==> src/hdl/ccms_defines.svh <==
// Constants of the core clock mode selector
// Notes on behaviour
// - Strap code on the three clock mode inputs is captured while reset is held and picks the core clock source.
// - Codes 111 x4 (default), 110 x3, 101 x8, 100 x5, 011 x1, 010 x10, 001 half, 000 x16.
// - Code 001 makes the core clock the input clock divided by two, without the PLL.
// - In prescaler mode each core clock high and low phase lasts one input clock period.
// - Code 011 bypasses the oscillator amplifier and drives the core clock from the input pin; the PLL stays on unless the watchdog disable bit is set.
// - In direct drive the core clock follows the input duty cycle, so two half-cycles make one input period.
// - In prescaler or direct drive the PLL free-runs for the oscillator watchdog unless the disable bit is set.
// - Both core clock edges are offered to internal logic, each half-cycle being a timing unit.
// - Every other code enables the PLL and takes the core clock from its output at the chosen factor.
// - The oscillator watchdog is on after reset and the disable bit (bit four of the system config register) turns it off.
// - The watchdog counts PLL cycles, clears on each input transition, and at 16 switches the core clock to the PLL until reset and pulses an interrupt.
`ifndef CCMS_DEFINES_SVH
`define CCMS_DEFINES_SVH

`define CCMS_CODE_X4 3'h7
`define CCMS_CODE_X3 3'h6
`define CCMS_CODE_X8 3'h5
`define CCMS_CODE_X5 3'h4
`define CCMS_CODE_DIRECT 3'h3
`define CCMS_CODE_X10 3'h2
`define CCMS_CODE_PRESC 3'h1
`define CCMS_CODE_X16 3'h0

`define CCMS_FACTOR_W 5
`define CCMS_FACTOR_NONE 5'h00
`define CCMS_FACTOR_1 5'h01
`define CCMS_FACTOR_3 5'h03
`define CCMS_FACTOR_4 5'h04
`define CCMS_FACTOR_5 5'h05
`define CCMS_FACTOR_8 5'h08
`define CCMS_FACTOR_10 5'h0A
`define CCMS_FACTOR_16 5'h10

`define CCMS_OWD_LIMIT 16
`define CCMS_OWD_CNT_W 5

`endif

==> src/hdl/ccms_pkg.sv <==
// Types of the core clock mode selector
package ccms_pkg;

	typedef logic [2:0] ccms_code_t;

	typedef enum logic [3:0] {
		CCMS_ST_PLL = 4'h1,
		CCMS_ST_DIRECT = 4'h2,
		CCMS_ST_PRESC = 4'h4,
		CCMS_ST_FAIL = 4'h8
	} ccms_state_e;

endpackage

==> src/hdl/ccms_top.sv <==
// Core clock mode selector: strap capture, source select, watchdog
`include "ccms_defines.svh"
module ccms_top
	import ccms_pkg::*;
(
	input wire logic clk_sys,
	input wire logic nrst,
	input wire logic ce,
	input wire logic [2:0] clock_mode_straps,
	input wire logic clock_input_pin,
	input wire logic pll_clk,
	input wire logic osc_watchdog_disable,
	output logic core_clk_q,
	output logic core_rise_q,
	output logic core_fall_q,
	output logic pll_enable_q,
	output logic [`CCMS_FACTOR_W-1:0] pll_factor_q,
	output logic osc_amp_en_q,
	output logic owd_irq_q,
	output logic clk_fail_q,
	output logic [2:0] mode_q
);

	// Multiplication factor for a code; none for the prescaler code, factor 1 for direct drive
	function automatic logic [`CCMS_FACTOR_W-1:0] factor_of(
		input ccms_code_t code);
		case (code)
			`CCMS_CODE_X4: factor_of = `CCMS_FACTOR_4;
			`CCMS_CODE_X3: factor_of = `CCMS_FACTOR_3;
			`CCMS_CODE_X8: factor_of = `CCMS_FACTOR_8;
			`CCMS_CODE_X5: factor_of = `CCMS_FACTOR_5;
			`CCMS_CODE_DIRECT: factor_of = `CCMS_FACTOR_1;
			`CCMS_CODE_X10: factor_of = `CCMS_FACTOR_10;
			`CCMS_CODE_PRESC: factor_of = `CCMS_FACTOR_NONE;
			default: factor_of = `CCMS_FACTOR_16;
		endcase
	endfunction

	function automatic ccms_state_e state_of(input ccms_code_t code);
		if (code == `CCMS_CODE_DIRECT)
			state_of = CCMS_ST_DIRECT;
		else if (code == `CCMS_CODE_PRESC)
			state_of = CCMS_ST_PRESC;
		else
			state_of = CCMS_ST_PLL;
	endfunction

	ccms_state_e state_q;
	ccms_state_e state_d;
	logic pin_q;
	logic pll_q;
	logic core_d;
	logic pll_en_d;
	logic owd_ovf;

	wire pin_edge = clock_input_pin ^ pin_q;
	wire pin_rise = clock_input_pin & ~pin_q;
	wire pll_rise = pll_clk & ~pll_q;
	wire plain_mode = (state_q == CCMS_ST_DIRECT) ||
		(state_q == CCMS_ST_PRESC);
	wire owd_run = plain_mode && !osc_watchdog_disable;
	wire core_rise_d = core_d & ~core_clk_q;
	wire core_fall_d = ~core_d & core_clk_q;

	ccms_owd_cnt #(
		.LIMIT(`CCMS_OWD_LIMIT),
		.CNT_W(`CCMS_OWD_CNT_W)
	) u_owd (
		.clk_sys(clk_sys),
		.nrst(nrst),
		.ce(ce),
		.run(owd_run),
		.clr(pin_edge),
		.tick(pll_rise),
		.ovf_q(owd_ovf)
	);

	always_comb
	begin
		state_d = state_q;
		core_d = core_clk_q;
		pll_en_d = 1'b1;
		case (state_q)
			CCMS_ST_PLL:
			begin
				core_d = pll_clk;
			end
			CCMS_ST_DIRECT:
			begin
				core_d = clock_input_pin;
				pll_en_d = !osc_watchdog_disable;
				if (owd_ovf)
					state_d = CCMS_ST_FAIL;
			end
			CCMS_ST_PRESC:
			begin
				// One toggle per input period: each phase is one period
				if (pin_rise)
					core_d = ~core_clk_q;
				pll_en_d = !osc_watchdog_disable;
				if (owd_ovf)
					state_d = CCMS_ST_FAIL;
			end
			CCMS_ST_FAIL:
			begin
				core_d = pll_clk;
			end
			default:
			begin
				state_d = CCMS_ST_PLL;
			end
		endcase
	end

	always_ff @(posedge clk_sys)
	begin
		if (!nrst)
		begin
			if (ce)
			begin
				mode_q <= clock_mode_straps;
				state_q <= state_of(clock_mode_straps);
			end
			pin_q <= 1'b0;
			pll_q <= 1'b0;
			core_clk_q <= 1'b0;
			core_rise_q <= 1'b0;
			core_fall_q <= 1'b0;
			pll_enable_q <= 1'b0;
			pll_factor_q <= `CCMS_FACTOR_NONE;
			osc_amp_en_q <= 1'b1;
			owd_irq_q <= 1'b0;
			clk_fail_q <= 1'b0;
		end
		else if (ce)
		begin
			state_q <= state_d;
			pin_q <= clock_input_pin;
			pll_q <= pll_clk;
			core_clk_q <= core_d;
			core_rise_q <= core_rise_d;
			core_fall_q <= core_fall_d;
			pll_enable_q <= pll_en_d;
			pll_factor_q <= factor_of(mode_q);
			// Bypass follows the captured code, also after a clock fail
			osc_amp_en_q <= (mode_q != `CCMS_CODE_DIRECT);
			owd_irq_q <= owd_ovf;
			clk_fail_q <= clk_fail_q | owd_ovf;
		end
	end
endmodule // ccms_top

==> src/hdl/ccms_owd_cnt.sv <==
// Oscillator watchdog counter, PLL ticks cleared by input transitions
`include "ccms_defines.svh"
module ccms_owd_cnt #(
	parameter int LIMIT = `CCMS_OWD_LIMIT,
	parameter int CNT_W = `CCMS_OWD_CNT_W
) (
	input wire logic clk_sys,
	input wire logic nrst,
	input wire logic ce,
	input wire logic run,
	input wire logic clr,
	input wire logic tick,
	output logic ovf_q
);
	localparam logic [CNT_W-1:0] LAST = CNT_W'(LIMIT - 1);

	logic [CNT_W-1:0] cnt_q;
	logic [CNT_W-1:0] cnt_d;
	logic ovf_d;
	wire at_last = (cnt_q == LAST);

	// Input transition wins over a PLL tick
	assign ovf_d = run && !clr && tick && at_last;
	assign cnt_d = (!run || clr || ovf_d) ? '0 :
		(tick ? cnt_q + 1'b1 : cnt_q);

	always_ff @(posedge clk_sys)
	begin
		if (!nrst)
		begin
			cnt_q <= '0;
			ovf_q <= 1'b0;
		end
		else if (ce)
		begin
			cnt_q <= cnt_d;
			ovf_q <= ovf_d;
		end
	end

endmodule // ccms_owd_cnt

==> config.mk <==
export PLATFORM = sky130hd
export DESIGN_NAME = ccms_top
export DESIGN_NICKNAME = d
export VERILOG_FILES = /design/src/hdl/ccms_pkg.sv /design/src/hdl/ccms_top.sv /design/src/hdl/ccms_owd_cnt.sv
export VERILOG_INCLUDE_DIRS = /design/src /design/src/hdl
export SDC_FILE = /design/constraint.sdc
export NUM_CORES = 1
export LEC_CHECK = 0
export BUFFER_PORTS_ARGS = -buffer_cell sky130_fd_sc_hd__buf_2
export CAP_MARGIN = 20
export CELL_PAD_IN_SITES_DETAIL_PLACEMENT = 0
export CELL_PAD_IN_SITES_GLOBAL_PLACEMENT = 1
export CORE_AREA = 3 3 61 63
export DETAILED_ROUTE_END_ITERATION = 12
export DIE_AREA = 0 0 64 66
export GPL_ROUTABILITY_DRIVEN = 1
export PLACE_DENSITY = 0.74
export RECOVER_POWER = 25
export SETUP_SLACK_MARGIN = 0.2
export SLEW_MARGIN = 20
export SYNTH_ARGS = -nofsm -noshare
export SYNTH_HDL_FRONTEND = slang
export SYNTH_SLANG_ARGS = --single-unit
==> constraint.sdc <==
create_clock -name clk_sys -period 2.5 [get_ports clk_sys]
set_clock_uncertainty 0.05 [all_clocks]
set_input_delay 0.5 -clock clk_sys [delete_from_list [all_inputs] [get_ports clk_sys]]
set_output_delay 0.5 -clock clk_sys [all_outputs]
set_load 0.02 [all_outputs]
==> parameters.txt, run 1 <==
Parameter                              Value

Worst setup path
  Worst path depth    4
  Type of the setup path with the least slack    register to register
  Nature of the critical path endpoint    register
  R2R depth    4
  Critical path cell sequence    xnor2_4 > a2bb2oi_1 > o21ai_0 > a21oi_1
  Worst-path cell with the longest stage delay    sky130_fd_sc_hd__edfxtp_1
  Worst path required time    about 2.5 ns
  Maximum fanout along the worst path    7
  Dominant delay contributor by cell family on the critical path    compound AO/OA/AOI/OAI gates
  Buffer and inverter count on the worst path    0
  Arrival time at the worst endpoint    1.87 ns
  Sort of element at the start of the critical path    register
  Max incr delay on CP    0.53 ns

Power
  Largest vdd supply drop    0.2291 mV
  Total leakage power    0.5569 nW
  Areal power density over the cells    539.0 nW/um2

Floorplan
  Die outline area    around 4200 um2
  Total I/O pin count    24
  Floorplan die width    64 um
  Std-Cell Rows    21
  Core area    around 3300 um2
  Initial standard-cell utilization of the core    39.31%
  Height of the chip    approximately 66 um

STA
  Number of failing hold endpoints at the final stage    0
  Worst-Margin Slew    0.7883 ns
  Relative slew margins    47.45%
  Setup repair after global routing missed its margin    no
  Final number of max-transition violations    0
  Clock period minus worst slack    between 1.5 and 2 ns
  Setup Total Neg Slack    0 ns
  Final-report setup violation count    0
  Hold slack final    0.3091 ns
  Achievable clock frequency    520.8 MHz
  Post-route clock period utilization    76.80%

Clock tree
  H-tree level count    1
  Source-to-sink clock delay at the later pin of the worst-skew pair    0.32 ns
  Num CTS Buffers    3
  Number of post-CTS setup repair buffers    0
  Clock tree from TritonCTS    yes
  Clk sink count    27
  Root cell of the clock tree    sky130_fd_sc_hd__clkbuf_4
  Cells resized by post-CTS repair    0
  Maximum clock insertion buffer count    2
  Number of hold-repair buffers added at the cts stage    0
  Worst-path clk slew    0.15 ns

Yosys
  Synth Area in Compound Gates    17.73%
  Post-Synthesis Net Count    142
  Proportion of synthesized chip area in sequential cells    between 40% and 50%
  Share of synthesized registers carrying an async set or reset    0%
  Number of warnings issued by yosys    0
  Fraction of synthesized cell area taken by the top area cell type    a little under a third
  Most used standard cells in the synthesized netlist    sky130_fd_sc_hd__dfxtp_1, sky130_fd_sc_hd__nor2_1, sky130_fd_sc_hd__a21oi_1, sky130_fd_sc_hd__nand3_1, sky130_fd_sc_hd__o21ai_0
  Multiplexer fraction of the synthesized cell area    2.326%
  Most used DFF post-synth    sky130_fd_sc_hd__dfxtp_1
  Post-Syn Instances    between 100 and 150
  Simple logic cell fraction of the synthesized area    20.93%
  Average cell area after synthesis    9.933 um2
  Largest area contributor in the netlist    sky130_fd_sc_hd__dfxtp_1
  Most common cell in the synthesized netlist    sky130_fd_sc_hd__dfxtp_1
  Number of flops mapped to enable cells by yosys    7
  Combinational family with the most area after synthesis    simple AND/OR/NAND/NOR gates
  Distinct cell type count of the synthesized netlist    45
  Xor and xnor area share after synthesis    ~4.2%
  Leading cell types by total area after synthesis    sky130_fd_sc_hd__dfxtp_1, sky130_fd_sc_hd__edfxtp_1, sky130_fd_sc_hd__a21oi_1
  Arithmetic-cell share of the synthesized area counting full adders, half adders and majority gates    2.907%
  Register bit total from synthesis    27
  Mapped cell area    1291 um2

Drt
  Via density per instance    4.975
  Average detailed-routed wire length per instance    12.51 um
  Number of search-and-repair iterations in the first detailed-routing pass    4
  Remaining antenna violation count after routing    0
  Count of unresolved DRC violations after routing    0
  Initial DRC count    32
  Routed wire length    2477 um
  Via Count    985

Global routing
  First-pass GRT wire length    ~4200 um
  GRT Util Overall    12.34%
  Number of antenna violations at the first check in global routing    0
  Largest net degree at the start of global routing    22
  Total overflow reported by the global router    0
  Number of global-route vias before repair    937

Layout
  Number of diodes added for antenna fixing    0
  Final cell count without fillers    between 150 and 200
  Area overhead of the layout relative to synthesis    13.37%
  Area of all placed cells without fillers    1464 um2
  Net total in the final layout    165
  Share of cells above drive strength 1    21.05%

Outcome
  Status    finished clean

Place
  Buffers added on ports    23
  Half-perimeter wire length of the detailed placement result    1812 um
  Placed insts    194
  Area of placed instances    1441 um2
  Placer's final routability congestion estimate    about 0.75

Flow run
  Max-cap check violation count    0

Worst hold path
  Cell depth of the worst hold path    1
  Type of the tightest min-delay check    input port to register
==> worst paths after layout <==
check	startpoint	endpoint	slack, ns
max	state_q[2]$_SDFFCE_PP0P_	state_q[1]$_SDFFCE_PP0P_	0.58
min	clock_mode_straps[2]	mode_q[2]$_DFFE_PP_	0.31
max reg2reg	state_q[2]$_SDFFCE_PP0P_	state_q[1]$_SDFFCE_PP0P_	0.58
min reg2reg	pll_factor_q[2]$_SDFFE_PN0P_	pll_factor_q[2]$_SDFFE_PN0P_	0.43
==> power by group <==
group          switching (mW)  internal (mW)
Clock                   0.133         0.0610
Sequential             0.0184          0.466
Combinational          0.0682         0.0420
==> through the flow <==
step | setup WS (ns) | util, % | power [mW]
after floorplan | 0.5762 | - | 0.5732
after global placement | 0.4014 | 43.89 | 0.6040
after detailed placement | 0.3654 | 43.89 | 0.6062
after CTS | 0.5741 | 44.80 | 0.8011
after global routing | 0.4759 | 44.57 | 0.8389
final | 0.5799 | 44.57 | 0.7891
==> flip-flops by register name, summed over array words and instances, names as in the netlist <==
name	flops
pll_factor_q	5
core_rise_q	1
u_owd.ovf_q	1
osc_amp_en_q	1
core_fall_q	1
clk_fail_q	1
pll_q	1
core_clk_q	1
u_owd.cnt_q	5
pin_q	1
mode_q	3
state_q	4
owd_irq_q	1
pll_enable_q	1
==> area by class of cell <==
class / count / area (um2)
repair buffers: 25 / 122.6
clock buffers: 3 / 22.52
multi-input cells: 90 / 620.6
fillers: 332 / 1821
well taps: 46 / 57.56
clock inverters: 1 / 7.507
inverters: 6 / 22.52
flip-flops and latches: 27 / 610.6
==> cell families (layout without fill, tap and decap cells) <==
logic type / after synthesis / count (layout)
AOI/OAI and AO/OA: 31 / 31
buffers and inverters: 13 / 35
and+or+nand+nor: 49 / 49
DFF: 27 / 27
adders and majority gates: 3 / 3
xor gates and xnor gates: 4 / 4
muxes: 3 / 3
==> cells in the final DEF (no fill, tap or decap), types with 2 or more instances in the layout <==
| cell type | netlist | routed |
|---|---|---|
| sky130_fd_sc_hd__nor2b_1 | 3 | 3 |
| sky130_fd_sc_hd__edfxtp_1 | 7 | 7 |
| sky130_fd_sc_hd__inv_1 | 5 | 5 |
| sky130_fd_sc_hd__nand3b_1 | 2 | 2 |
| sky130_fd_sc_hd__dfxtp_1 | 20 | 20 |
| sky130_fd_sc_hd__mux2i_1 | 3 | 3 |
| sky130_fd_sc_hd__xor2_1 | 3 | 3 |
| sky130_fd_sc_hd__nand3_1 | 9 | 9 |
| sky130_fd_sc_hd__clkbuf_4 | 0 | 3 |
| sky130_fd_sc_hd__nor2_1 | 11 | 11 |
| sky130_fd_sc_hd__buf_2 | 0 | 20 |
| sky130_fd_sc_hd__nor4_1 | 2 | 2 |
| sky130_fd_sc_hd__clkbuf_1 | 4 | 4 |
| sky130_fd_sc_hd__nand4_1 | 3 | 3 |
| sky130_fd_sc_hd__o21ai_0 | 9 | 9 |
| sky130_fd_sc_hd__nand2_1 | 7 | 7 |
| sky130_fd_sc_hd__a21oi_1 | 9 | 9 |
| sky130_fd_sc_hd__nor4b_1 | 2 | 2 |
| sky130_fd_sc_hd__ha_1 | 3 | 3 |
==> layer usage <==
metal | track usage [%] | vias up | part of all wire (%)
li1 | - | 517 | -
met1 | 14.75 | 457 | 48
met2 | 21.81 | 9 | 48
met3 | 2.211 | 2 | 2.5
met4 | 4.852 | 0 | 0.69
met5 | 0 | - | 0
No activity file was read; power rests on OpenSTA's default activity.
==> run 2: changes to the inputs <==
clock period = 1.85 ns   (was 2.5 ns; I/O delays follow)
==> run 2 against run 1 <==
Maximum frequency increased by 8.3%. Utilization increased by 5.1 points. Count of clock-buffer cells in the layout increased by 1. Routed wire length increased by 11%. Final area increased by 12%. Non-clock buffer count increased by 12. Largest cell class unchanged.
==> parameters.txt, run 2 (synthesized netlist as in run 1, its figures left out) <==
Parameter                              Value

Outcome
  Status    finished clean

Global routing
  Number of global-route vias before repair    934 (-0.32%)
  GRT Util Overall    13.29% (+0.95 points)
  Met1 track demand over resource    16.68% (+1.9 points)
  Global-route met3 utilization    4.082% (+1.9 points)
  Number of antenna violations at the first check in global routing    0 (unchanged)
  Largest net degree at the start of global routing    20 (-9.1%)
  First-pass GRT wire length    4333 um (+4.3%)
  Met2 routing resource usage after global routing    22.58% (+0.77 points)
  Total overflow reported by the global router    0 (unchanged)
  GR peak layer    met2

Drt
  Average detailed-routed wire length per instance    13.08 um (+4.5%)
  Number of search-and-repair iterations in the first detailed-routing pass    4 (unchanged)
  Count of unresolved DRC violations after routing    0 (unchanged)
  Initial DRC count    81 (+150%)
  Routed wire length    2746 um (+11%)
  Via Count    1079 (+9.5%)
  Remaining antenna violation count after routing    0 (unchanged)
  Via density per instance    5.138 (+3.3%)

Clock tree
  Source-to-sink clock delay at the later pin of the worst-skew pair    0.32 ns (about the same)
  H-tree level count    1 (unchanged)
  Root cell of the clock tree    sky130_fd_sc_hd__clkbuf_4
  Maximum clock insertion buffer count    2 (unchanged)
  Num CTS Buffers    3 (unchanged)
  Number of hold-repair buffers added at the cts stage    0 (unchanged)
  Clock tree from TritonCTS    yes
  Worst-path clk slew    0.14 ns (about the same)
  Clk sink count    27 (unchanged)

Place
  Pre-CTS setup slack    -0.04709 ns (-0.4125 ns)
  Buffers added on ports    23 (unchanged)
  Placer's final routability congestion estimate    0.7930 (+5.1%)
  Placed insts    202 (+4.1%)
  Half-perimeter wire length of the detailed placement result    2022 um (+12%)

STA
  Hold slack final    0.1808 ns (-0.1283 ns)
  Final critical-path setup slack    0.07787 ns (-0.5021 ns)
  Final number of max-transition violations    0 (unchanged)
  Final-report setup violation count    0 (unchanged)
  Clock period minus worst slack    1.772 ns (-0.1479 ns)
  Number of failing hold endpoints at the final stage    0 (unchanged)
  Worst-Margin Slew    0.8472 ns (+0.05899 ns)
  Relative slew margins    43.52% (-3.9 points)
  Setup repair after global routing missed its margin    yes
  Achievable clock frequency    564.3 MHz (+8.3%)
  Post-route clock period utilization    95.79% (+19 points)

Floorplan
  Core area    3284 um2 (unchanged)
  Std-Cell Rows    21 (unchanged)
  Height of the chip    66 um (unchanged)
  Initial standard-cell utilization of the core    39.31% (unchanged)
  Total I/O pin count    24 (unchanged)
  Floorplan die width    64 um (unchanged)
  Die outline area    4224 um2 (unchanged)

Flow run
  Max-cap check violation count    0 (unchanged)

Power
  Power share of the clock group    22.6% (-2.0 points)
  Largest vdd supply drop    0.4124 mV (+80%)
  Comb power frac    18.0% (+4.0 points)
  Total leakage power    0.6320 nW (+13%)
  Fraction of power consumed by sequential logic    59.4% (-2.0 points)
  Areal power density over the cells    673.0 nW/um2 (+25%)
  Share of total power consumed by net switching    27.16% (-0.68 points)
  Power dissipated by switching net loads    298.4 uW (+36%)
  Internal power consumption    800.5 uW (+41%)

Layout
  Share of cells above drive strength 1    32.93% (+12 points)
  Utilization after layout    49.71% (+5.1 points)
  Net total in the final layout    177 (+7.3%)
  Area overhead of the layout relative to synthesis    26.45%
  Final cell count without fillers    210 (+6.1%)
  Number of diodes added for antenna fixing    0 (unchanged)
  Commonest cells after routing, fill and taps aside    sky130_fd_sc_hd__dfxtp_1, sky130_fd_sc_hd__buf_2, sky130_fd_sc_hd__nor2_1, sky130_fd_sc_hd__buf_4, sky130_fd_sc_hd__nand3_1
  Biggest regs    pll_factor_q: 5 flops, u_owd.cnt_q: 5 flops, state_q: 4 flops

Worst setup path
  Maximum fanout along the worst path    4 (-3)
  Sort of element at the start of the critical path    register
  Arrival time at the worst endpoint    1.98 ns (+0.11 ns)
  Reg-to-reg slack, setup    0.08 ns (-0.50 ns)
  Nature of the critical path endpoint    register
  Type of the setup path with the least slack    register to register
  Worst path required time    2.06 ns (-0.39 ns)

Worst hold path
  Type of the tightest min-delay check    input port to register
==> run 2: changes by cell type in the layout (fill, tap and decap cells not counted), sizes merged <==
cell,change
clkbuf,+2
buf,+11
clkinvlp,-1
==> run 2: final cells by class <==
type / count / area, um2
inverters: 6 / 22.52
repair buffers: 37 / 222.7
fillers: 324 / 1652
well taps: 46 / 57.56
clock buffers: 4 / 26.28
flip-flops and latches: 27 / 611.8
multi-input cells: 90 / 691.9
==> run 2: final timing paths <==
path	startpoint	end	depth (start not counted)
worst max-delay path	pin_q$_SDFFE_PN0P_	u_owd.cnt_q[4]$_SDFFE_PN0P_	6
worst min-delay path	clock_mode_straps[0]	mode_q[0]$_DFFE_PP_	1
worst max register to register	pin_q$_SDFFE_PN0P_	u_owd.cnt_q[4]$_SDFFE_PN0P_	6
worst min register to register	pll_factor_q[1]$_SDFFE_PN0P_	pll_factor_q[1]$_SDFFE_PN0P_	2
==> run 2: through the flow <==
step	cell area, um2	power, mW	setup TNS [ns]
2_1_floorplan	1305	0.7766	0
3_3_place_gp	1515	0.8348	-0.04296
3_5_place_dp	1515	0.8372	-0.1780
4_1_cts	1558	1.094	0
5_1_grt	1633	1.163	0
6_report	1633	1.099	0
==> run 2: critical path, cell delays in order, from the launching register on <==
cell	delay, ns
sky130_fd_sc_hd__dfxtp_2	0.36
sky130_fd_sc_hd__inv_2	0.05
sky130_fd_sc_hd__ha_4	0.24
sky130_fd_sc_hd__or4b_4	0.51
sky130_fd_sc_hd__nor2_1	0.15
sky130_fd_sc_hd__nand4_1	0.19
sky130_fd_sc_hd__o21ai_1	0.17
==> run 2: metal layers <==
layer | up-vias | wire length (um)
met5 | - | 0
met4 | 0 | 18
met3 | 2 | 87
met2 | 16 | 1460
met1 | 516 | 1180
li1 | 545 | -
==> run 2: timing repair <==
| action | in CTS | in global routing |
|---|---|---|
| endpoints found under the setup margin | 12 | 13 |
| resized for setup | 5 | 14 |
| pin swaps | 1 | 10 |
| setup buffers | 0 | 4 |
==> run 2: power groups by stage <==
stage / logic [mW] / clock network [mW] / registers (mW)
after global routing: 0.216 / 0.291 / 0.656
after global placement: 0.171 / 0 / 0.663
after CTS: 0.176 / 0.266 / 0.652
final: 0.197 / 0.249 / 0.653
after detailed placement: 0.173 / 0 / 0.664
after floorplan: 0.0977 / 0 / 0.679
